[src/vepfe_pkg_buf.sv]
/*
 * Shared constants and types of the video encoder pixel front end, plus
 * the two-entry stream buffer that sits between the 4:4:4 rebuild and
 * the twice-rate output stage.
 * Assumes one clock and an asynchronous active-low reset.
 */
package vepfe_pkg;
	localparam logic [10:0] CLKS_525   = 11'd1716;
	localparam logic [10:0] CLKS_625   = 11'd1728;
	localparam logic [9:0]  FLD0_525   = 10'd263;
	localparam logic [9:0]  FLD1_525   = 10'd262;
	localparam logic [9:0]  FLD0_625   = 10'd313;
	localparam logic [9:0]  FLD1_625   = 10'd312;
	localparam logic [31:0] SC_INC_525 = 32'h21f07c1f;
	localparam logic [31:0] SC_INC_625 = 32'h2a098acb;
	localparam logic [6:0]  RTC_BITS   = 7'd67;
	localparam int          RTC_SC_W   = 22;
	localparam logic [7:0]  CHROMA_MID = 8'h80;
	localparam logic [7:0]  TRC_FIRST  = 8'hff;
	localparam logic [7:0]  TRC_ZERO   = 8'h00;
	localparam int          TRC_H_BIT  = 4;
	localparam int          TRC_F_BIT  = 6;
	localparam logic [5:0]  ADDR_BASE  = 6'h2a; // arbitrary value
	localparam logic [1:0]  SCSEL_RESET = 2'b01;
	localparam logic [1:0]  SCSEL_LOCK  = 2'b10;
	localparam logic [1:0]  TMODE_0     = 2'd0;
	localparam logic [1:0]  TMODE_1     = 2'd1;
	localparam logic [1:0]  TMODE_2     = 2'd2;
	localparam logic [9:0]  COMP_MAX    = 10'h3ff;
	localparam logic [9:0]  CHROMA_OFS  = 10'h200;

	typedef struct packed {
		logic [7:0] y;
		logic [7:0] cb;
		logic [7:0] cr;
	} vepfe_pix_s;

	typedef enum logic [2:0] {
		I2C_IDLE, I2C_ADDR, I2C_ACK, I2C_DATA, I2C_IGNORE
	} vepfe_i2c_e;

	// signed sine, 64 steps per turn, amplitude 127
	function automatic logic [7:0] vepfe_sine(input logic [5:0] ph);
		logic [3:0] idx;
		logic [7:0] mag;
		idx = ph[4] ? ~ph[3:0] : ph[3:0];
		case (idx)
			4'h0: mag = 8'h06;
			4'h1: mag = 8'h13;
			4'h2: mag = 8'h1f;
			4'h3: mag = 8'h2b;
			4'h4: mag = 8'h36;
			4'h5: mag = 8'h41;
			4'h6: mag = 8'h4c;
			4'h7: mag = 8'h55;
			4'h8: mag = 8'h5e;
			4'h9: mag = 8'h66;
			4'ha: mag = 8'h6d;
			4'hb: mag = 8'h73;
			4'hc: mag = 8'h78;
			4'hd: mag = 8'h7b;
			4'he: mag = 8'h7e;
			default: mag = 8'h7f;
		endcase
		vepfe_sine = ph[5] ? 8'(-mag) : mag;
	endfunction : vepfe_sine
endpackage : vepfe_pkg

`timescale 1ns/1ns
module vepfe_buf2 #(
	parameter int W = 24
) (
	input  wire logic         i_clk,
	input  wire logic         i_nrst,
	input  wire logic         i_valid,
	output logic              o_ready,
	input  wire logic [W-1:0] i_data,
	output logic              o_valid,
	input  wire logic         i_ready,
	output logic [W-1:0]      o_data
);
	logic [W-1:0] mem_reg [2];
	logic         wr_ptr_reg;
	logic         rd_ptr_reg;
	logic [1:0]   cnt_reg;
	logic         push;
	logic         pop;

	assign o_ready = (cnt_reg != 2'd2);
	assign o_valid = (cnt_reg != 2'd0);
	assign o_data  = mem_reg[rd_ptr_reg];
	assign push    = i_valid & o_ready;
	assign pop     = o_valid & i_ready;

	always_ff @(posedge i_clk or negedge i_nrst) begin
		if (!i_nrst) begin
			mem_reg[0] <= '0;
			mem_reg[1] <= '0;
		end else if (push) begin
			mem_reg[wr_ptr_reg] <= i_data;
		end
	end

	always_ff @(posedge i_clk or negedge i_nrst) begin
		if (!i_nrst) begin
			wr_ptr_reg <= 1'b0;
			rd_ptr_reg <= 1'b0;
			cnt_reg    <= 2'd0;
		end else begin
			if (push)
				wr_ptr_reg <= ~wr_ptr_reg;
			if (pop)
				rd_ptr_reg <= ~rd_ptr_reg;
			cnt_reg <= 2'(cnt_reg + {1'b0, push} - {1'b0, pop});
		end
	end
endmodule : vepfe_buf2

[src/vepfe_top.sv]
/*
 * Pixel front end of a component-to-composite encoder: pixel port,
 * sync master/slave, subcarrier reset and line lock, 4:2:2 to 4:4:4,
 * twice-rate interpolation, quadrature modulation, host serial target.
 * Assumes all pins synchronous to I_CLK; the two-wire lines are
 * synchronised here. Mode bits arrive as ports, latched on I_MODE_LOAD.
 */
// Behaviour
// - narrow uses low eight lines, wide sixteen
// - line sync driven as master, sampled slave
// - field pin: field mode 1, vsync mode 2
// - blanking low means pixel bus ignored
// - reset-edge mode returns subcarrier to field zero
// - lock mode reads serial line-lock stream
// - reset gives 525, slave 0, narrow, dual
// - address low bit follows select pin
// - rebuild 4:2:2 into 4:4:4 samples
// - interpolate samples to twice pixel rate
// - modulate colour differences with synthesised subcarrier
// - composite and luma/chroma 10 bits, components 8
// - align timing to embedded reference codes, narrow bus only
// - master sync width and position programmable
// - square pixel only while timing slave
// - host configures via two-wire serial target
// - wide loads luma and chroma every second edge
// - subcarrier reset applied at next field start
`timescale 1ns/1ns
module vepfe_top (
	input  wire logic                I_CLK,
	input  wire logic                I_NRST,
	input  wire logic [15:0]         I_PIXEL_BUS,
	input  wire logic                I_BLANK_N,
	input  wire logic                I_LINE_SYNC_N,
	output logic                     O_LINE_SYNC_N,
	output logic                     O_LINE_SYNC_OE,
	input  wire logic                I_FIELD_VSYNC,
	output logic                     O_FIELD_VSYNC,
	output logic                     O_FIELD_VSYNC_OE,
	input  wire logic                I_SUBCARRIER_RESET_OR_LOCK_IN,
	input  wire logic                I_MODE_LOAD,
	input  wire logic                I_STD_625,
	input  wire logic                I_MASTER,
	input  wire logic [1:0]          I_TIMING_MODE,
	input  wire logic                I_WIDE_BUS,
	input  wire logic                I_SQUARE_PIXEL,
	input  wire logic                I_COMPONENT_OUT,
	input  wire logic                I_SUBCARRIER_PIN_SELECT_HI,
	input  wire logic                I_SUBCARRIER_PIN_SELECT_LO,
	input  wire logic [10:0]         I_HSYNC_START,
	input  wire logic [10:0]         I_HSYNC_WIDTH,
	input  wire logic [3:0]          I_VSYNC_LINES,
	output logic                     O_PIXEL_READY,
	input  wire logic                I_OUT_READY,
	output logic                     O_OUT_VALID,
	output logic [9:0]               O_COMPOSITE,
	output logic [9:0]               O_LUMA,
	output logic [9:0]               O_CHROMA,
	output vepfe_pkg::vepfe_pix_s    O_COMPONENT,
	output logic                     O_FIELD,
	output logic                     O_STD_625,
	output logic                     O_MASTER,
	output logic                     O_WIDE_BUS,
	output logic                     O_SQUARE_ACTIVE,
	input  wire logic                I_TARGET_ADDRESS_SELECT,
	input  wire logic                I_HOST_SERIAL_CLOCK,
	input  wire logic                I_HOST_SERIAL_DATA,
	output logic                     O_HOST_SERIAL_DATA,
	output logic                     O_HOST_SERIAL_DATA_OE,
	output logic [7:0]               O_HOST_BYTE,
	output logic                     O_HOST_BYTE_VALID,
	output logic                     O_HOST_BYTE_FIRST
);
	import vepfe_pkg::*;

	// mode registers
	logic       std625_reg, master_reg, wide_reg, sq_reg, comp_reg;
	logic [1:0] tmode_reg;
	logic       sq_active;

	always_ff @(posedge I_CLK or negedge I_NRST) begin
		if (!I_NRST) begin
			std625_reg <= 1'b0;
			master_reg <= 1'b0;
			tmode_reg  <= TMODE_0;
			wide_reg   <= 1'b0;
			sq_reg     <= 1'b0;
			comp_reg   <= 1'b0;
		end else if (I_MODE_LOAD) begin
			std625_reg <= I_STD_625;
			master_reg <= I_MASTER;
			tmode_reg  <= I_TIMING_MODE;
			wide_reg   <= I_WIDE_BUS;
			sq_reg     <= I_SQUARE_PIXEL;
			comp_reg   <= I_COMPONENT_OUT;
		end
	end
	assign sq_active       = sq_reg & ~master_reg;
	assign O_STD_625       = std625_reg;
	assign O_MASTER        = master_reg;
	assign O_WIDE_BUS      = wide_reg;
	assign O_SQUARE_ACTIVE = sq_active;

	// pixel port: reference code detection and 4:2:2 unpacking
	logic [7:0] lo_byte, hi_byte, c_in;
	logic [1:0] trc_cnt_reg, ph_reg;
	logic       wslot_reg, wword_reg, trc_f_reg;
	logic       trc_xy, trc_eav, trc_fchg;
	logic       ev_cb, ev_y0, ev_cr, ev_y1;

	assign lo_byte  = I_PIXEL_BUS[7:0];
	assign hi_byte  = I_PIXEL_BUS[15:8];
	assign c_in     = wide_reg ? hi_byte : lo_byte;
	assign trc_xy   = I_BLANK_N & ~wide_reg & (trc_cnt_reg == 2'd3);
	assign trc_eav  = trc_xy & lo_byte[TRC_H_BIT];
	assign trc_fchg = trc_xy & (lo_byte[TRC_F_BIT] != trc_f_reg);

	always_comb begin
		ev_cb = 1'b0;
		ev_y0 = 1'b0;
		ev_cr = 1'b0;
		ev_y1 = 1'b0;
		if (I_BLANK_N) begin
			if (wide_reg) begin
				if (wslot_reg) begin
					ev_cb = ~wword_reg;
					ev_y0 = ~wword_reg;
					ev_cr = wword_reg;
					ev_y1 = wword_reg;
				end
			end else if (trc_cnt_reg == 2'd0 && lo_byte != TRC_FIRST) begin
				case (ph_reg)
					2'd0: ev_cb = 1'b1;
					2'd1: ev_y0 = 1'b1;
					2'd2: ev_cr = 1'b1;
					default: ev_y1 = 1'b1;
				endcase
			end
		end
	end

	always_ff @(posedge I_CLK or negedge I_NRST) begin
		if (!I_NRST) begin
			trc_cnt_reg <= 2'd0;
			trc_f_reg   <= 1'b0;
			ph_reg      <= 2'd0;
			wslot_reg   <= 1'b0;
			wword_reg   <= 1'b0;
		end else begin
			wslot_reg <= wide_reg ? ~wslot_reg : 1'b0;
			if (ev_cr)
				wword_reg <= 1'b0;
			else if (ev_cb)
				wword_reg <= 1'b1;
			if (I_BLANK_N && !wide_reg) begin
				case (trc_cnt_reg)
					2'd0: trc_cnt_reg <= (lo_byte == TRC_FIRST) ? 2'd1 : 2'd0;
					2'd1: trc_cnt_reg <= (lo_byte == TRC_ZERO) ? 2'd2 : 2'd0;
					2'd2: trc_cnt_reg <= (lo_byte == TRC_ZERO) ? 2'd3 : 2'd0;
					default: trc_cnt_reg <= 2'd0;
				endcase
				if (trc_xy) begin
					trc_f_reg <= lo_byte[TRC_F_BIT];
					if (!lo_byte[TRC_H_BIT])
						ph_reg <= 2'd0;
				end else if (ev_cb | ev_y0 | ev_cr | ev_y1) begin
					ph_reg <= 2'(ph_reg + 2'd1);
				end
			end
		end
	end

	// 4:4:4 rebuild: odd luma takes the mean of neighbouring chroma
	logic [7:0] cb_n_reg, cr_n_reg, y0_n_reg, y1_n_reg;
	logic [7:0] cb_p_reg, cr_p_reg, y1_p_reg;
	logic       have_p_reg, emit0_reg, emit1;
	vepfe_pix_s push_pix, buf_pix;
	logic       push_valid, buf_valid, buf_pop;

	assign emit1 = ev_cr & have_p_reg;

	always_ff @(posedge I_CLK or negedge I_NRST) begin
		if (!I_NRST) begin
			cb_n_reg   <= CHROMA_MID;
			cr_n_reg   <= CHROMA_MID;
			y0_n_reg   <= 8'h00;
			y1_n_reg   <= 8'h00;
			cb_p_reg   <= CHROMA_MID;
			cr_p_reg   <= CHROMA_MID;
			y1_p_reg   <= 8'h00;
			have_p_reg <= 1'b0;
			emit0_reg  <= 1'b0;
		end else begin
			emit0_reg <= ev_cr;
			if (ev_cb) begin
				cb_p_reg <= cb_n_reg;
				cr_p_reg <= cr_n_reg;
				y1_p_reg <= y1_n_reg;
				cb_n_reg <= c_in;
			end
			if (ev_y0)
				y0_n_reg <= lo_byte;
			if (ev_y1)
				y1_n_reg <= lo_byte;
			if (ev_cr) begin
				cr_n_reg   <= c_in;
				have_p_reg <= 1'b1;
			end
		end
	end

	always_comb begin
		push_pix = '0;
		if (emit0_reg) begin
			push_pix.y  = y0_n_reg;
			push_pix.cb = cb_n_reg;
			push_pix.cr = cr_n_reg;
		end else begin
			push_pix.y  = y1_p_reg;
			push_pix.cb = 8'(({1'b0, cb_p_reg} + {1'b0, cb_n_reg}) >> 1);
			push_pix.cr = 8'(({1'b0, cr_p_reg} + {1'b0, c_in}) >> 1);
		end
	end
	assign push_valid = emit0_reg | emit1;

	vepfe_buf2 #(.W($bits(vepfe_pix_s))) u_buf (
		.i_clk   (I_CLK),
		.i_nrst  (I_NRST),
		.i_valid (push_valid),
		.o_ready (O_PIXEL_READY),
		.i_data  (push_pix),
		.o_valid (buf_valid),
		.i_ready (buf_pop),
		.o_data  (buf_pix)
	);

	// twice-rate stage: sample, midpoint, sample, ...
	vepfe_pix_s last_reg, sel_pix;
	logic       half_reg, produce;

	assign produce = I_OUT_READY & buf_valid;
	assign buf_pop = produce & ~half_reg;

	always_comb begin
		sel_pix = buf_pix;
		if (half_reg) begin
			sel_pix.y  = 8'(({1'b0, last_reg.y} + {1'b0, buf_pix.y}) >> 1);
			sel_pix.cb = 8'(({1'b0, last_reg.cb} + {1'b0, buf_pix.cb}) >> 1);
			sel_pix.cr = 8'(({1'b0, last_reg.cr} + {1'b0, buf_pix.cr}) >> 1);
		end
	end

	always_ff @(posedge I_CLK or negedge I_NRST) begin
		if (!I_NRST) begin
			last_reg <= '0;
			half_reg <= 1'b0;
		end else if (produce) begin
			half_reg <= ~half_reg;
			if (!half_reg)
				last_reg <= buf_pix;
		end
	end

	// timing generator
	logic [10:0] h_reg, h_len;
	logic [9:0]  line_reg, f_len;
	logic        field_reg, sync_d_reg, sync_p_reg, fld_d_reg, fld_p_reg;
	logic        h_wrap, field_start, slave_hs, slave_fs;

	assign h_len  = std625_reg ? CLKS_625 : CLKS_525;
	assign f_len  = std625_reg ? (field_reg ? FLD1_625 : FLD0_625)
	                           : (field_reg ? FLD1_525 : FLD0_525);
	assign h_wrap = (h_reg == 11'(h_len - 11'd1));

	always_ff @(posedge I_CLK or negedge I_NRST) begin
		if (!I_NRST) begin
			sync_d_reg <= 1'b1;
			sync_p_reg <= 1'b1;
			fld_d_reg  <= 1'b1;
			fld_p_reg  <= 1'b1;
		end else begin
			sync_d_reg <= I_LINE_SYNC_N;
			sync_p_reg <= sync_d_reg;
			fld_d_reg  <= I_FIELD_VSYNC;
			fld_p_reg  <= fld_d_reg;
		end
	end

	assign slave_hs = ~master_reg & ~sync_d_reg & sync_p_reg;
	always_comb begin
		slave_fs = 1'b0;
		if (!master_reg) begin
			case (tmode_reg)
				TMODE_1: slave_fs = fld_d_reg ^ fld_p_reg;
				TMODE_2: slave_fs = ~fld_d_reg & fld_p_reg;
				default: slave_fs = trc_fchg;
			endcase
		end
	end
	assign field_start = master_reg ? (h_wrap && line_reg == 10'(f_len - 10'd1))
	                                : slave_fs;

	always_ff @(posedge I_CLK or negedge I_NRST) begin
		if (!I_NRST) begin
			h_reg     <= 11'd0;
			line_reg  <= 10'd0;
			field_reg <= 1'b0;
		end else begin
			if (slave_hs || trc_eav || h_wrap)
				h_reg <= 11'd0;
			else
				h_reg <= 11'(h_reg + 11'd1);
			if (field_start) begin
				line_reg  <= 10'd0;
				field_reg <= master_reg ? ~field_reg
				           : (tmode_reg == TMODE_1 ? fld_d_reg
				           : (tmode_reg == TMODE_2 ? ~field_reg : trc_f_reg));
			end else if (slave_hs || trc_eav || h_wrap) begin
				line_reg <= 10'(line_reg + 10'd1);
			end
		end
	end

	always_ff @(posedge I_CLK or negedge I_NRST) begin
		if (!I_NRST) begin
			O_LINE_SYNC_N  <= 1'b1;
			O_FIELD_VSYNC  <= 1'b0;
		end else begin
			O_LINE_SYNC_N <= ~(h_reg >= I_HSYNC_START &&
			                   h_reg < 11'(I_HSYNC_START + I_HSYNC_WIDTH));
			O_FIELD_VSYNC <= (tmode_reg == TMODE_2)
			               ? ~(line_reg < {6'd0, I_VSYNC_LINES}) : field_reg;
		end
	end
	assign O_LINE_SYNC_OE   = master_reg;
	assign O_FIELD_VSYNC_OE = master_reg & (tmode_reg == TMODE_1 ||
	                                        tmode_reg == TMODE_2);
	assign O_FIELD          = field_reg;

	// subcarrier reset / line lock pin
	logic [1:0]          scsel;
	logic                sc_s1_reg, sc_s2_reg, sc_s3_reg, sc_fall;
	logic                sc_pend_reg, rtc_run_reg, rtc_tick_reg, lock_ok_reg;
	logic [6:0]          rtc_cnt_reg;
	logic [RTC_SC_W-1:0] rtc_word_reg, rtc_inc_reg;

	assign scsel   = {I_SUBCARRIER_PIN_SELECT_HI, I_SUBCARRIER_PIN_SELECT_LO};
	assign sc_fall = ~sc_s2_reg & sc_s3_reg;

	always_ff @(posedge I_CLK or negedge I_NRST) begin
		if (!I_NRST) begin
			sc_s1_reg <= 1'b1;
			sc_s2_reg <= 1'b1;
			sc_s3_reg <= 1'b1;
		end else begin
			sc_s1_reg <= I_SUBCARRIER_RESET_OR_LOCK_IN;
			sc_s2_reg <= sc_s1_reg;
			sc_s3_reg <= sc_s2_reg;
		end
	end

	always_ff @(posedge I_CLK or negedge I_NRST) begin
		if (!I_NRST) begin
			sc_pend_reg <= 1'b0;
		end else if (scsel == SCSEL_RESET && sc_fall) begin
			sc_pend_reg <= 1'b1; // a new edge wins over the clear
		end else if (field_start || scsel != SCSEL_RESET) begin
			sc_pend_reg <= 1'b0;
		end
	end

	always_ff @(posedge I_CLK or negedge I_NRST) begin
		if (!I_NRST) begin
			rtc_run_reg  <= 1'b0;
			rtc_tick_reg <= 1'b0;
			rtc_cnt_reg  <= 7'd0;
			rtc_word_reg <= '0;
			rtc_inc_reg  <= '0;
			lock_ok_reg  <= 1'b0;
		end else if (scsel != SCSEL_LOCK) begin
			rtc_run_reg <= 1'b0;
			lock_ok_reg <= 1'b0;
		end else if (!rtc_run_reg) begin
			if (sc_s2_reg) begin // start bit
				rtc_run_reg  <= 1'b1;
				rtc_tick_reg <= 1'b0;
				rtc_cnt_reg  <= 7'd0;
			end
		end else begin // one bit per two clocks
			rtc_tick_reg <= ~rtc_tick_reg;
			if (rtc_tick_reg) begin
				if (rtc_cnt_reg < 7'(RTC_SC_W))
					rtc_word_reg[5'(rtc_cnt_reg)] <= sc_s2_reg;
				if (rtc_cnt_reg == 7'(RTC_BITS - 7'd1)) begin
					rtc_run_reg <= 1'b0;
					rtc_inc_reg <= rtc_word_reg;
					lock_ok_reg <= 1'b1;
				end
				rtc_cnt_reg <= 7'(rtc_cnt_reg + 7'd1);
			end
		end
	end

	// subcarrier synthesiser and modulator
	logic [31:0]       sc_acc_reg, sc_inc, inc_base;
	logic signed [7:0] sin_s, cos_s;
	logic signed [8:0] u_s, v_s;
	logic signed [17:0] c_acc;
	logic signed [9:0] chroma_s;
	logic signed [11:0] comp_sum;

	assign inc_base = std625_reg ? SC_INC_625 : SC_INC_525;
	assign sc_inc   = lock_ok_reg ? {inc_base[31:RTC_SC_W], rtc_inc_reg}
	                              : inc_base;

	always_ff @(posedge I_CLK or negedge I_NRST) begin
		if (!I_NRST)
			sc_acc_reg <= 32'h0000_0000;
		else if (sc_pend_reg && field_start)
			sc_acc_reg <= 32'h0000_0000;
		else
			sc_acc_reg <= 32'(sc_acc_reg + sc_inc);
	end

	assign sin_s    = signed'(vepfe_sine(sc_acc_reg[31:26]));
	assign cos_s    = signed'(vepfe_sine(6'(sc_acc_reg[31:26] + 6'd16)));
	assign u_s      = signed'({1'b0, sel_pix.cb}) - 9'sd128;
	assign v_s      = signed'({1'b0, sel_pix.cr}) - 9'sd128;
	assign c_acc    = 18'(u_s * sin_s) + 18'(v_s * cos_s);
	assign chroma_s = 10'(c_acc >>> 6);
	assign comp_sum = signed'({2'b00, sel_pix.y, 2'b00}) + 12'(chroma_s);

	always_ff @(posedge I_CLK or negedge I_NRST) begin
		if (!I_NRST) begin
			O_OUT_VALID <= 1'b0;
			O_COMPOSITE <= 10'h000;
			O_LUMA      <= 10'h000;
			O_CHROMA    <= 10'h000;
			O_COMPONENT <= '0;
		end else begin
			O_OUT_VALID <= produce;
			if (produce) begin
				if (comp_sum < 0)
					O_COMPOSITE <= 10'h000;
				else if (comp_sum > 12'(COMP_MAX))
					O_COMPOSITE <= COMP_MAX;
				else
					O_COMPOSITE <= comp_sum[9:0];
				O_LUMA      <= comp_reg ? 10'h000 : {sel_pix.y, 2'b00};
				O_CHROMA    <= comp_reg ? 10'h000
				                        : 10'(CHROMA_OFS + chroma_s);
				O_COMPONENT <= sel_pix;
			end
		end
	end

	// host two-wire serial target, write direction
	logic       scl1_reg, scl2_reg, scl3_reg, sda1_reg, sda2_reg, sda3_reg;
	logic       scl_rise, scl_fall, i2c_start, i2c_stop, rd_reg;
	logic [3:0] bit_reg;
	logic [7:0] sh_reg;
	logic [6:0] my_addr;
	vepfe_i2c_e i2c_reg;

	assign my_addr   = {ADDR_BASE, I_TARGET_ADDRESS_SELECT};
	assign scl_rise  = scl2_reg & ~scl3_reg;
	assign scl_fall  = ~scl2_reg & scl3_reg;
	assign i2c_start = scl2_reg & scl3_reg & ~sda2_reg & sda3_reg;
	assign i2c_stop  = scl2_reg & scl3_reg & sda2_reg & ~sda3_reg;
	assign O_HOST_SERIAL_DATA = 1'b0;

	always_ff @(posedge I_CLK or negedge I_NRST) begin
		if (!I_NRST) begin
			{scl1_reg, scl2_reg, scl3_reg} <= 3'b111;
			{sda1_reg, sda2_reg, sda3_reg} <= 3'b111;
		end else begin
			{scl1_reg, scl2_reg, scl3_reg} <= {I_HOST_SERIAL_CLOCK,
			                                   scl1_reg, scl2_reg};
			{sda1_reg, sda2_reg, sda3_reg} <= {I_HOST_SERIAL_DATA,
			                                   sda1_reg, sda2_reg};
		end
	end

	always_ff @(posedge I_CLK or negedge I_NRST) begin
		if (!I_NRST) begin
			i2c_reg               <= I2C_IDLE;
			bit_reg               <= 4'd0;
			sh_reg                <= 8'h00;
			rd_reg                <= 1'b0;
			O_HOST_SERIAL_DATA_OE <= 1'b0;
			O_HOST_BYTE           <= 8'h00;
			O_HOST_BYTE_VALID     <= 1'b0;
			O_HOST_BYTE_FIRST     <= 1'b0;
		end else begin
			O_HOST_BYTE_VALID <= 1'b0;
			if (i2c_start) begin
				i2c_reg               <= I2C_ADDR;
				bit_reg               <= 4'd0;
				O_HOST_SERIAL_DATA_OE <= 1'b0;
				O_HOST_BYTE_FIRST     <= 1'b1;
			end else if (i2c_stop) begin
				i2c_reg               <= I2C_IDLE;
				O_HOST_SERIAL_DATA_OE <= 1'b0;
			end else begin
				case (i2c_reg)
					I2C_ADDR, I2C_DATA: begin
						if (scl_rise && bit_reg != 4'd8) begin
							sh_reg  <= {sh_reg[6:0], sda2_reg};
							bit_reg <= 4'(bit_reg + 4'd1);
						end else if (scl_fall && bit_reg == 4'd8) begin
							if (i2c_reg == I2C_DATA) begin
								O_HOST_BYTE       <= sh_reg;
								O_HOST_BYTE_VALID <= 1'b1;
								O_HOST_SERIAL_DATA_OE <= 1'b1;
								i2c_reg           <= I2C_ACK;
							end else if (sh_reg[7:1] == my_addr) begin
								rd_reg                <= sh_reg[0];
								O_HOST_SERIAL_DATA_OE <= 1'b1;
								i2c_reg               <= I2C_ACK;
							end else begin
								i2c_reg <= I2C_IGNORE;
							end
						end
					end
					I2C_ACK: begin
						if (scl_fall) begin
							O_HOST_SERIAL_DATA_OE <= 1'b0;
							O_HOST_BYTE_FIRST     <= (bit_reg == 4'd8 &&
							                          sh_reg[7:1] == my_addr &&
							                          O_HOST_BYTE_FIRST &&
							                          !O_HOST_BYTE_VALID &&
							                          !rd_reg);
							bit_reg               <= 4'd0;
							i2c_reg <= rd_reg ? I2C_IGNORE : I2C_DATA;
						end
					end
					default: ;
				endcase
			end
		end
	end
endmodule : vepfe_top

[config.mk]
export PLATFORM = sky130hd
export DESIGN_NAME = vepfe_top
export DESIGN_NICKNAME = d
export VERILOG_FILES = /design/src/vepfe_pkg_buf.sv /design/src/vepfe_top.sv
export SDC_FILE = /design/constraint.sdc
export NUM_CORES = 1
export LEC_CHECK = 0
export ABC_AREA = 1
export BUFFER_PORTS_ARGS = -buffer_cell sky130_fd_sc_hd__buf_4
export CORE_UTILIZATION = 40
export DETAILED_ROUTE_END_ITERATION = 12
export PLACE_DENSITY = 0.57
export SYNTH_ARGS = -nofsm -noshare
export SYNTH_HDL_FRONTEND = slang
export SYNTH_SLANG_ARGS = --single-unit
[constraint.sdc]
create_clock -name I_CLK -period 20.4 [get_ports I_CLK]
set_input_delay 4.08 -clock I_CLK [delete_from_list [all_inputs] [get_ports I_CLK]]
set_output_delay 4.08 -clock I_CLK [all_outputs]
set_load 0.01 [all_outputs]
-- Word-level counts from Yosys, hierarchy flattened
Memory sizes are Yosys's and may differ from the RTL's.
Index checks and enable logic that the tools add are counted.
- mux-type cells: 112
- order comparisons: 11
- bitwise logic cells: 54
- div/mod/pow operators: 0
- equality and inequality tests: 32
- add/sub/neg operators: 24
- reductions and logical operators: 54
- shift-type cells: 0
- multipliers: 2
- operators with widths (cell ; number):
    $mux 24 ; 6
    $mux 1 ; 60
    $mux 10 ; 6
    $bwmux 48 ; 1
    $add 8x8->9 ; 5
    $add 32x30->32 ; 1
    $mul 9x8->16 ; 2
    $mux 32 ; 1
    $mux 28 ; 1
    $mux 7 ; 4
    $demux 24 s1 ; 1
    $mux 3 ; 8
    $mux 4 ; 6
    $mux 8 ; 3
    $not 1->1 ; 23
    $and 1x1->1 ; 22
    $bwmux 22 ; 1
    $mux 22 ; 1
    $reduce_bool 2->1 ; 11
    $reduce_and 4->1 ; 5
    $sub 8x8->9 const B ; 2
    $add 16x16->16 ; 1
    $ne 4x4->1 const B ; 4
    $neg 8->8 ; 2
    65 further kinds ; 112
- output and inout port bits: 77
- memory bits (writable): 0
- latch bits: 0
- memories: 2
- bits of input ports: 62
- memory bits (read-only): 224
- word-level logic and storage cells: 361
- bits in registers: 355
- memory list (name ; depth ; width ; read ports ; clocked after Yosys merged registers in ; write ports ; RTL line ; source):
    (no name shown) ; 16 ; 7 ; 1 ; 0 ; 0 ; vepfe_pkg_buf.sv:47 ; case (idx)
    (no name shown) ; 16 ; 7 ; 1 ; 0 ; 0 ; vepfe_pkg_buf.sv:47 ;

-- Logic depth before layout (Yosys ltp)
Gate-level depths: netlist of run 1.
- word-level depth: 13
- gate-level depth with buffers: 54
- depth with buffers taken out: 54

-- Hierarchy
Synthesis of run 1 repeated with hierarchy kept, for this count alone.
- cells, all modules: 3318
- area total of the unflattened synthesis: 26016.2 um2
- by module, submodules not included (module ; sequential area each (um2) ; cells an instance ; instances ; area each (um2)):
    vepfe_top ; 7554.7 ; 2998 ; 1 ; 23387.4
    vepfe_buf2 ; 1301.2 ; 320 ; 1 ; 2628.8

-- Worst setup path before layout of run 1
No wires, ideal clock.
- path kind: register -> register
- start point: reg u_buf.rd_ptr_reg
- end point: reg O_COMPOSITE[0]
- stages on the path, launching flop included: 50
- arrival: 9023 ps
- setup slack: 11260 ps
- path buffers: 2
- required time: 20284 ps
- setup time: 116 ps
- clock period less this slack: 9140 ps
- cells stage by stage: dfrtp_1 -> buf_2 -> clkbuf_1 -> o21ai_0 -> ha_1 -> nand2_1 -> nand2_1 -> a21oi_1 -> or2_2 -> nand2_1 -> a21o_1 -> nand2_1 -> nand2_1 -> nand2_1 -> nand3b_1 -> o21ai_0 -> inv_1 -> nor2_1 -> (+14 left out) -> nand2_2 -> nand2_1 -> nand2_1 -> nand2_1 -> nand2_1 -> xor2_1 -> inv_1 -> ha_1 -> inv_1 -> o21ai_0 -> a21oi_1 -> nand2_1 -> a31oi_1 -> nand3_1 -> nand2_1 -> nand3_1 -> nand2_1 -> nand2_1
- RTL lines (what ; RTL line ; source):
    from (decl) ; vepfe_pkg_buf.sv:84 ; logic rd_ptr_reg;
    from (signal assigned) ; vepfe_pkg_buf.sv:113 ; rd_ptr_reg <= ~rd_ptr_reg;
    to (signal assigned) ; vepfe_top.sv:447 ; O_COMPOSITE <= comp_sum[9:0];
    to (decl) ; vepfe_top.sv:55 ; output logic [9:0] O_COMPOSITE,

-- Worst setup path in the final report of run 1
- start point: reg u_buf.rd_ptr_reg
- end point: reg O_COMPOSITE[5]
- word-level cells in the longest chain between the ends: 13
- elaborated cells between the ends (all ways): 18
- those cells by class: 7 x add/sub; 2 x mul; 2 x order compare; 6 x mux; 1 x bitwise
- ends and longest elaborated chain (what ; RTL line ; source):
    $not 1->2 (implied by the code) * ; vepfe_pkg_buf.sv:91 ; assign o_data = mem_reg[rd_ptr_reg];
    $mux 24 (implied by the code) * (3 in a row) ; vepfe_pkg_buf.sv:91 ;
    $add 8x8->9, on equally long branches ; vepfe_top.sv:247, vepfe_top.sv:248 ;
    $mux 24 * ; vepfe_top.sv:245 ; if (half_reg) begin
    $sub 8x8->9, on equally long branches ; vepfe_top.sv:426, vepfe_top.sv:427 ;
    $mul 9x8->16 ; vepfe_top.sv:428 ; assign c_acc = 18'(u_s * sin_s) + 18'(v_s * cos_s);
    $add 16x16->16 ; vepfe_top.sv:428 ;
    $add 11x10->12 * ; vepfe_top.sv:430 ; assign comp_sum = signed'({2'b00, sel_pix.y, 2'b00}) + 12'(chroma_s);
    $gt 12x10->1 ; vepfe_top.sv:444 ; else if (comp_sum > 12'(COMP_MAX))
    $mux 10 ; vepfe_top.sv:444 ;
    $mux 10 * ; vepfe_top.sv:442 ; if (comp_sum < 0)
Every way passes the cells marked *; elsewhere a longest branch is shown, timed or not. The select of a mux whose other input is x is not followed.
A chain may end at the register's enable or synchronous reset.

==> impl_metrics.ini, run 1 <==
[run_status]
status = complete, no violations

[grt]
overflow = 0
grt_pass1_wl_mm = 104
grt.total_usage_pct = 20.1
grt_pass1_vias = 20125
grt_max_degree = 145
antenna_found_initial = 0

[worst_hold_path]
hold_class = reg2reg
whs_path_depth = 0
min_from = sync_d_reg$_DFF_PN1_
whs_endpoint = sync_p_reg$_DFF_PN1_

[clock_network]
clk_pin_slew_worst_paths_ns = 0.06
cts_resized = 0
cts_tree = yes
clk_path_buf_depth = 3
postCtsHoldBufs = 0
clkSinkCount = 353
post_cts_buffers = 0
htree_levels = 2
root_buffer = clkbuf_16
cts_buffers = 44
insertion_delay_ns = 0.61

[synthesis]
netlist.area_leader.share_pct = 33.0
syn_area_um2 = 25400
ys_types = 66
yosysWarnings = 0
synthArstFlopShare_pct = 100
synthMuxAreaShare_pct = 0.306
synth_top_flop_cell = dfrtp_1
postSynthAreaPerCell_um2 = 7.86
yosys.area_share.simple_pct = 20.8
synth_compound_area_share_pct = 12.2
synth_xor_area_share_pct = 1.92
synth.area.top_cells = dfrtp_1, nand2_1, fa_1, ha_1, inv_1
ys_seq_elements = 353
synth_top_family_by_area = simple AND/OR/NAND/NOR gates
netlist_instances = 3228
synth_edf_count = 0
ys_seq_area_share_pct = 34.9
yosys.area_share.adder_pct = 20.6
synth_area_leader_cell = dfrtp_1

[worst_setup_path]
critPathLaunchType = flip-flop
end_kind = flip-flop
reg2regPathDepth = 50
slowest_stage = nor2_1
worstPathArrival_ns = 10.59
reg2reg_to = O_COMPOSITE[5]$_DFFE_PN0P_
ff2ff_setup_slack_ns = 10.30
r2r-start = u_buf.rd_ptr_reg$_DFFE_PN0P_
critPathRequiredTime_ns = 20.89
crit_fanout = 21
cpMostUsedCell = nand2_1
cpPeakStageDelay_ns = 0.73
worst-setup-path-type = reg2reg

[sta]
rsz0062_at_grt = no
fin_crit_sh_pct = 49.5
hold_viol = 0
finClkSkew_ns = 0.0547
clock.fmax_ghz = 0.0990
setup_viol = 0
timing.hold.ws_ns = 0.329
finalCriticalPeriod_ns = 10.10
relSlewSlack_pct = 19.5
worst_slew_pin_slew_ns = 1.20
final.setup.tns_ns = 0
slew_viol_final = 0

[routing]
vias = 20352
drt_iter0_markers = 1243
drc = 0
dr.pass1.iters = 5
drt-vias-per-instance = 4.81
final_antenna_net_count = 0
drt-total-wl_mm = 62.7
wire_per_inst_um = 14.8

[die]
dieArea_um2 = 64400
initial_utilization_pct = 40.8
row_count = 91
ioPinCount = 139
die_h_um = 254
die_w_um = 254
coreArea_um2 = 62200

[layout]
seq_area_um2 = 8860
area_growth_pct = 13.5
drive_gt1_share_pct = 9.02
nets = 3752
diodes = 0
final_util_pct = 46.3
largest_reg_flops = 48
fillCellCount = 6266
multi_input_area_um2 = 14200

[place]
portBuffers = 135
dpl.hpwl_mm = 48.5
gp_congestion = 0.872

[job]
cap_violations = 0
metrics by stage:
step	cell area, um2	setup slack (ns)	instances
after floorplan	25400	11.26	3230
after global placement	27300	10.58	4149
after detailed placement	27300	10.25	4149
after CTS	28800	10.20	4229
after global routing	28800	9.34	4229
final	28800	10.30	4229
placed cells by master (no fill, tap or decap), types with 7 or more instances in the layout:
master     instances
nand2_1          824
or2_2             21
dfstp_2           18
nor4_1            11
a21o_1             9
ha_1             189
a21oi_1          152
o21ai_1           12
nor2_1           249
clkbuf_16         44
nand3_1           97
nor3_1            40
dfrtp_1          335
nand3b_1           8
clkbuf_1          12
o21bai_1           7
inv_2              9
o22ai_1            9
fa_1             143
buf_4            153
clkbuf_8          12
o21ai_0          334
xor2_1            28
inv_1            529
nand4_1           12
xnor2_1           22
layout make-up:
class / count / share of cell area (%)
multi-input cells: 2263 / 49.3
flip-flops and latches: 353 / 30.8
inverters: 541 / 7.05
clock buffers: 68 / 4.55
repair buffers: 155 / 4.11
well taps: 837 / 3.64
clock inverters: 12 / 0.578
metal layers:
metal,vias to the layer above,global-route usage [%],share of wire (%)
met5,-,0,0
met2,313,32.7,46
met4,0,5.32,2.1
li1,10478,-,-
met1,9490,28.0,48
met3,71,2.89,4.0
synthesized netlist by cell type (7+ instances only):
master      n
o21ai_0   334
nand2_1   824
clkbuf_1   61
ha_1      189
xnor2_1    22
o21ai_1    13
dfrtp_1   335
o21bai_1    7
nor3_1     40
or2_2      21
inv_1     529
xor2_1     28
o22ai_1     9
inv_2       9
dfstp_2    18
nand4_1    12
a21oi_1   152
fa_1      143
nand3b_1    8
nor4_1     11
nor2_1    251
nand3_1    97
a21o_1      9
kinds of logic after synthesis:
kind of cell	count (synthesis)
xor gates and xnor gates	53
adders and majority gates	332
buffers and inverters	614
AOI/OAI and AO/OA	576
DFF	353
and+or+nand+nor	1292
other	1
muxes	7
critical path, delay by kind of cell, from the launching register on:
family / cells / cell delay, ns
AOI/OAI and AO/OA: 7 / 1.54
xor gates and xnor gates: 1 / 0.22
adders and majority gates: 9 / 3.98
buffers and inverters: 9 / 0.85
DFF: 1 / 0.56
and+or+nand+nor: 24 / 2.83
how the worst max path moves through the flow:
stage	start	depth (start not counted)	to
final	u_buf.rd_ptr_reg$_DFFE_PN0P_	50	O_COMPOSITE[5]$_DFFE_PN0P_
after global placement	u_buf.rd_ptr_reg$_DFFE_PN0P_	47	O_COMPOSITE[0]$_DFFE_PN0P_
after detailed placement	u_buf.rd_ptr_reg$_DFFE_PN0P_	50	O_COMPOSITE[4]$_DFFE_PN0P_
after CTS	u_buf.rd_ptr_reg$_DFFE_PN0P_	50	O_COMPOSITE[7]$_DFFE_PN0P_
after floorplan	u_buf.rd_ptr_reg$_DFFE_PN0P_	49	O_COMPOSITE[0]$_DFFE_PN0P_
after global routing	u_buf.rd_ptr_reg$_DFFE_PN0P_	50	O_COMPOSITE[8]$_DFFE_PN0P_
Power of run 1 is left out: the tool's default activity adds up to more than one toggle a clock period on the data nets, which glitch-free logic cannot reach.
==> run 2, diff against run 1 <==
==> constraint.sdc (replaced) <==
create_clock -name I_CLK -period 9.71 [get_ports I_CLK]
set_input_delay 1.942 -clock I_CLK [delete_from_list [all_inputs] [get_ports I_CLK]]
set_output_delay 1.942 -clock I_CLK [all_outputs]
set_load 0.01 [all_outputs]
==> run 2 against run 1 <==
Effect of this change:
- critical path depth down 3
- final cell count up 0.71%
- worst hold slack better by 0.026 ns
- register-to-register slack got worse by 9.6 ns
- clock-buffer cell count shrank 1
- routed wire length hardly changed
- non-clock buffer count up 30
- critical endpoint unchanged
==> impl_metrics.ini, run 2 (synthesis results as in run 1) <==
[worst_setup_path]
critPathRequiredTime_ns = 10.17
critPathTopFamily = adder cells
crit_fanout = 10
slowest_stage = fa_1
cpMostUsedCell = nand2_1
path_buf_inv = 10
cpPeakStageDelay_ns = 0.54
worst-setup-path-type = reg2reg
end_kind = flip-flop
critPathLaunchType = flip-flop
worstPathArrival_ns = 9.47

[layout]
fin_cells = 4259
largest_reg_flops = 48
design_area_um2 = 29000
area_growth_pct = 14.4
drive_gt1_share_pct = 10.0
fillCellCount = 6325
multi_input_area_um2 = 14300
layout_commonest_cell = nand2_1
nets = 3781
seq_area_um2 = 8860
final_cell_mix = nand2_1, inv_1, dfrtp_1, o21ai_0, nor2_1

[clock_network]
root_buffer = clkbuf_16
clk_path_buf_depth = 3
cts_buffers = 43
clkSinkCount = 353
clk_pin_slew_worst_paths_ns = 0.06
postCtsHoldBufs = 0
htree_levels = 2
cts_tree = yes
insertion_delay_ns = 0.57

[sta]
rsz0062_at_grt = no
final.setup.worst_slack_ns = 0.703
finalCriticalPeriod_ns = 9.01
fin_crit_sh_pct = 92.8
relSlewSlack_pct = 21.6
slew_viol_final = 0
clock.fmax_ghz = 0.111
setup_viol = 0
timing.hold.ws_ns = 0.356
worst_slew_pin_slew_ns = 1.17
hold_viol = 0
finClkSkew_ns = 0.0254

[place]
dp_slack_ns = -0.186
dpl.hpwl_mm = 48.5
placed_area_um2 = 27500
portBuffers = 135
gp_congestion = 0.899
placed_cells = 4171

[die]
initial_utilization_pct = 40.8
die_w_um = 254
row_count = 91
coreArea_um2 = 62200
ioPinCount = 139
die_h_um = 254
dieArea_um2 = 64400

[routing]
routed.top_layer = met4
drt-total-wl_mm = 62.7
dr_wl_met3_mm = 2.48
drt-vias-per-instance = 4.81
final_antenna_net_count = 0
wire_per_inst_um = 14.7
vias = 20494
wl_met2_mm = 28.6
dr.pass1.iters = 7
met1_length_mm = 30.3
drc = 0
drt_iter0_markers = 1240

[grt]
grt.total_usage_pct = 20.3
grt_pass1_vias = 20759
grt_max_degree = 142
overflow = 0
antenna_found_initial = 0
grt_pass1_wl_mm = 105

[job]
cap_violations = 0

[run_status]
status = complete, no violations

[worst_hold_path]
hold_class = reg2reg
## run 2: cell count changes in the layout (fill, tap and decap cells not counted), sizes merged
cell	change
buf	+30
diode	+1
clkinvlp	+1
inv	-1
clkbuf	-1
## run 2: metal layers
layer / track usage, % / vias to the layer above
li1: - / 10531
met1: 28.0 / 9579
met2: 33.5 / 308
met3: 2.67 / 76
met4: 5.22 / 0
met5: 0 / -
## run 2: final cells by class
class	count	area share, %
well taps	837	3.61
repair buffers	185	4.87
multi-input cells	2263	49.2
diodes	1	0.00862
inverters	541	7.01
clock buffers	67	4.29
flip-flops and latches	353	30.5
clock inverters	12	0.470
## run 2: path summary, 6_finish.rpt
check | from | endpoint | slack (ns) | cells past startpoint
worst max-delay path | sc_acc_reg[30]$_DFF_PN0_ | O_COMPOSITE[5]$_DFFE_PN0P_ | 0.70 | 47
worst min-delay path | sda1_reg$_DFF_PN1_ | sda2_reg$_DFF_PN1_ | 0.36 | 0
worst max register to register | sc_acc_reg[30]$_DFF_PN0_ | O_COMPOSITE[5]$_DFFE_PN0P_ | 0.70 | 47
worst min register to register | sda1_reg$_DFF_PN1_ | sda2_reg$_DFF_PN1_ | 0.36 | 0
max in group asynchronous | I_NRST | sc_pend_reg$_DFFE_PN0P_ | 6.99 | 2
min in group asynchronous | I_NRST | y1_n_reg[5]$_DFFE_PN0P_ | 1.33 | 1
## run 2: stage by stage
stage | TNS (ns) | utilization [%]
floorplan | 0 | -
global placement | 0 | 44.2
detailed placement | -1.64 | 44.2
CTS | 0 | 46.4
global route | 0 | 46.7
finish | 0 | 46.7
## run 2: repair_timing
item                                   4_1_cts  5_1_grt
pin swaps                                    0        1
buffers inserted                             0        8
endpoints found under the hold margin        0        0
resized for setup                            1       28
setup endpoints to repair                   10       10
Power of run 2 is left out for the same reason.
==> run 3, diff against run 2 <==
--- a/config.mk
+++ b/config.mk
@@ -7,9 +7,11 @@
 export LEC_CHECK = 0
 export ABC_AREA = 1
 export BUFFER_PORTS_ARGS = -buffer_cell sky130_fd_sc_hd__buf_4
-export CORE_UTILIZATION = 40
+export CORE_UTILIZATION = 35
 export DETAILED_ROUTE_END_ITERATION = 12
-export PLACE_DENSITY = 0.57
+export GPL_ROUTABILITY_DRIVEN = 0
+export PLACE_DENSITY = 0.52
+export SETUP_SLACK_MARGIN = 0.05
 export SYNTH_ARGS = -nofsm -noshare
 export SYNTH_HDL_FRONTEND = slang
 export SYNTH_SLANG_ARGS = --single-unit
==> run 3 against run 2 <==
Effect of this change:
- utilization shrank 5.4 points
- worst hold slack lost 0.0020 ns
- worst setup slack gained 0.0033 ns
- via count shrank 0.24%
- final cell count grew 3.1%
- routed wire length grew 4.1%
==> impl_metrics.ini, run 3 (synthesis results as in run 1) <==
[run_status]
status = complete, no violations

[grt]
grt_pass1_vias = 20518
grt_util_met3_pct = 2.61
overflow = 0
antenna_found_initial = 0
grt_max_degree = 104
grt_pass1_wl_mm = 109
top_usage_layer = met2
met2_usage_pct = 29.5
grt.total_usage_pct = 18.2
use_met1_pct = 25.8

[worst_setup_path]
critPathRequiredTime_ns = 10.19
cpPeakStageDelay_ns = 0.56
slowest_stage = fa_1
worstPathArrival_ns = 9.48
reg2regPathDepth = 49
worst-setup-path-type = reg2reg
critPathLaunchType = flip-flop
crit_fanout = 10
r2r-start = sc_acc_reg[30]$_DFF_PN0_
end_kind = flip-flop
cpMostUsedCell = nand2_1
reg2reg_to = O_COMPOSITE[8]$_DFFE_PN0P_
ff2ff_setup_slack_ns = 0.71

[layout]
final_cell_mix = nand2_1, inv_1, dfrtp_1, o21ai_0, nor2_1
design_area_um2 = 29600
drive_gt1_share_pct = 10.8
largest_reg_flops = 48
fin_cells = 4389
area_growth_pct = 16.5
diodes = 0
nets = 3798
layout_commonest_cell = nand2_1

[sta]
final.setup.worst_slack_ns = 0.706
fin_crit_sh_pct = 92.7
worst_slew_pin_slew_ns = 1.02
final.setup.tns_ns = 0
slew_viol_final = 0
setup_viol = 0
finClkSkew_ns = 0.0271
clock.fmax_ghz = 0.111
hold_viol = 0
rsz0062_at_grt = no
finalCriticalPeriod_ns = 9.00
relSlewSlack_pct = 31.6

[clock_network]
cts_tree = yes
htree_levels = 2
clk_path_buf_depth = 3
clkSinkCount = 353
clk_pin_slew_worst_paths_ns = 0.07
insertion_delay_ns = 0.60
root_buffer = clkbuf_16
cts_buffers = 44
postCtsHoldBufs = 0

[die]
die_h_um = 271
ioPinCount = 139
die_w_um = 271
row_count = 98
initial_utilization_pct = 35.4
dieArea_um2 = 73600
coreArea_um2 = 71600

[worst_hold_path]
whs_endpoint = sda2_reg$_DFF_PN1_
whs_path_depth = 0
hold_class = reg2reg
min_from = sda1_reg$_DFF_PN1_

[place]
placed_cells = 4292
dpl.hpwl_mm = 50.7
dp_slack_ns = -0.0337
placed_area_um2 = 27700
portBuffers = 135

[routing]
drt-vias-per-instance = 4.66
wire_per_inst_um = 14.9
drt-total-wl_mm = 65.2
vias = 20445
drt_iter0_markers = 1091
drc = 0
dr.pass1.iters = 5
final_antenna_net_count = 0

[job]
cap_violations = 0
[run 3: layer usage]
metal  routed length [um]  vias to the layer above
met5                    0                        -
met4                 1220                        0
met3                 2280                       75
met2                29100                      266
met1                32600                     9545
li1                     -                    10559
[run 3: worst max-delay path: cells and delay by family (launching register included)]
family / cells / cell delay (ns)
XOR/XNOR: 2 / 0.44
AND/OR/NAND/NOR: 21 / 2.14
buffers and inverters: 12 / 0.96
AO/OA/AOI/OAI: 4 / 0.71
adder cells (fa/ha/maj): 10 / 4.14
flip-flops: 1 / 0.47
[run 3: per-stage QoR]
stage	hold WS, ns	utilization, %
floorplan	0.345	-
global placement	0.346	38.6
detailed placement	0.347	38.6
CTS	0.355	41.0
global route	0.357	41.3
finish	0.354	41.3
[run 3: repair_timing]
action                                 CTS  global route
pin swaps                                0             2
endpoints found under the hold margin    0             0
setup endpoints to repair               10            10
resized for setup                        1            21
buffers inserted                         0            16
cloned                                   0             0
[run 3: layout make-up]
type | count | area (um2)
Fill cell | 7509 | 42100
Multi-Input combinational cell | 2263 | 14300
Sequential cell | 353 | 8860
Inverter | 541 | 2030
Timing Repair Buffer | 201 | 1520
Clock buffer | 58 | 1250
Tap cell | 950 | 1190
Clock inverter | 23 | 420
[run 3: worst max-delay path by stage]
stage	cells past startpoint	slack (ns)	endpoint	from
2_1_floorplan	49	0.57	O_COMPOSITE[0]$_DFFE_PN0P_	u_buf.rd_ptr_reg$_DFFE_PN0P_
3_3_place_gp	50	0.15	O_COMPOSITE[1]$_DFFE_PN0P_	u_buf.rd_ptr_reg$_DFFE_PN0P_
3_5_place_dp	50	-0.03	O_COMPOSITE[8]$_DFFE_PN0P_	u_buf.rd_ptr_reg$_DFFE_PN0P_
4_1_cts	46	0.20	O_COMPOSITE[8]$_DFFE_PN0P_	sc_acc_reg[30]$_DFF_PN0_
5_1_grt	49	0.06	O_COMPOSITE[3]$_DFFE_PN0P_	sc_acc_reg[26]$_DFF_PN0_
6_report	49	0.71	O_COMPOSITE[8]$_DFFE_PN0P_	sc_acc_reg[30]$_DFF_PN0_
Power of run 3 is left out for the same reason.
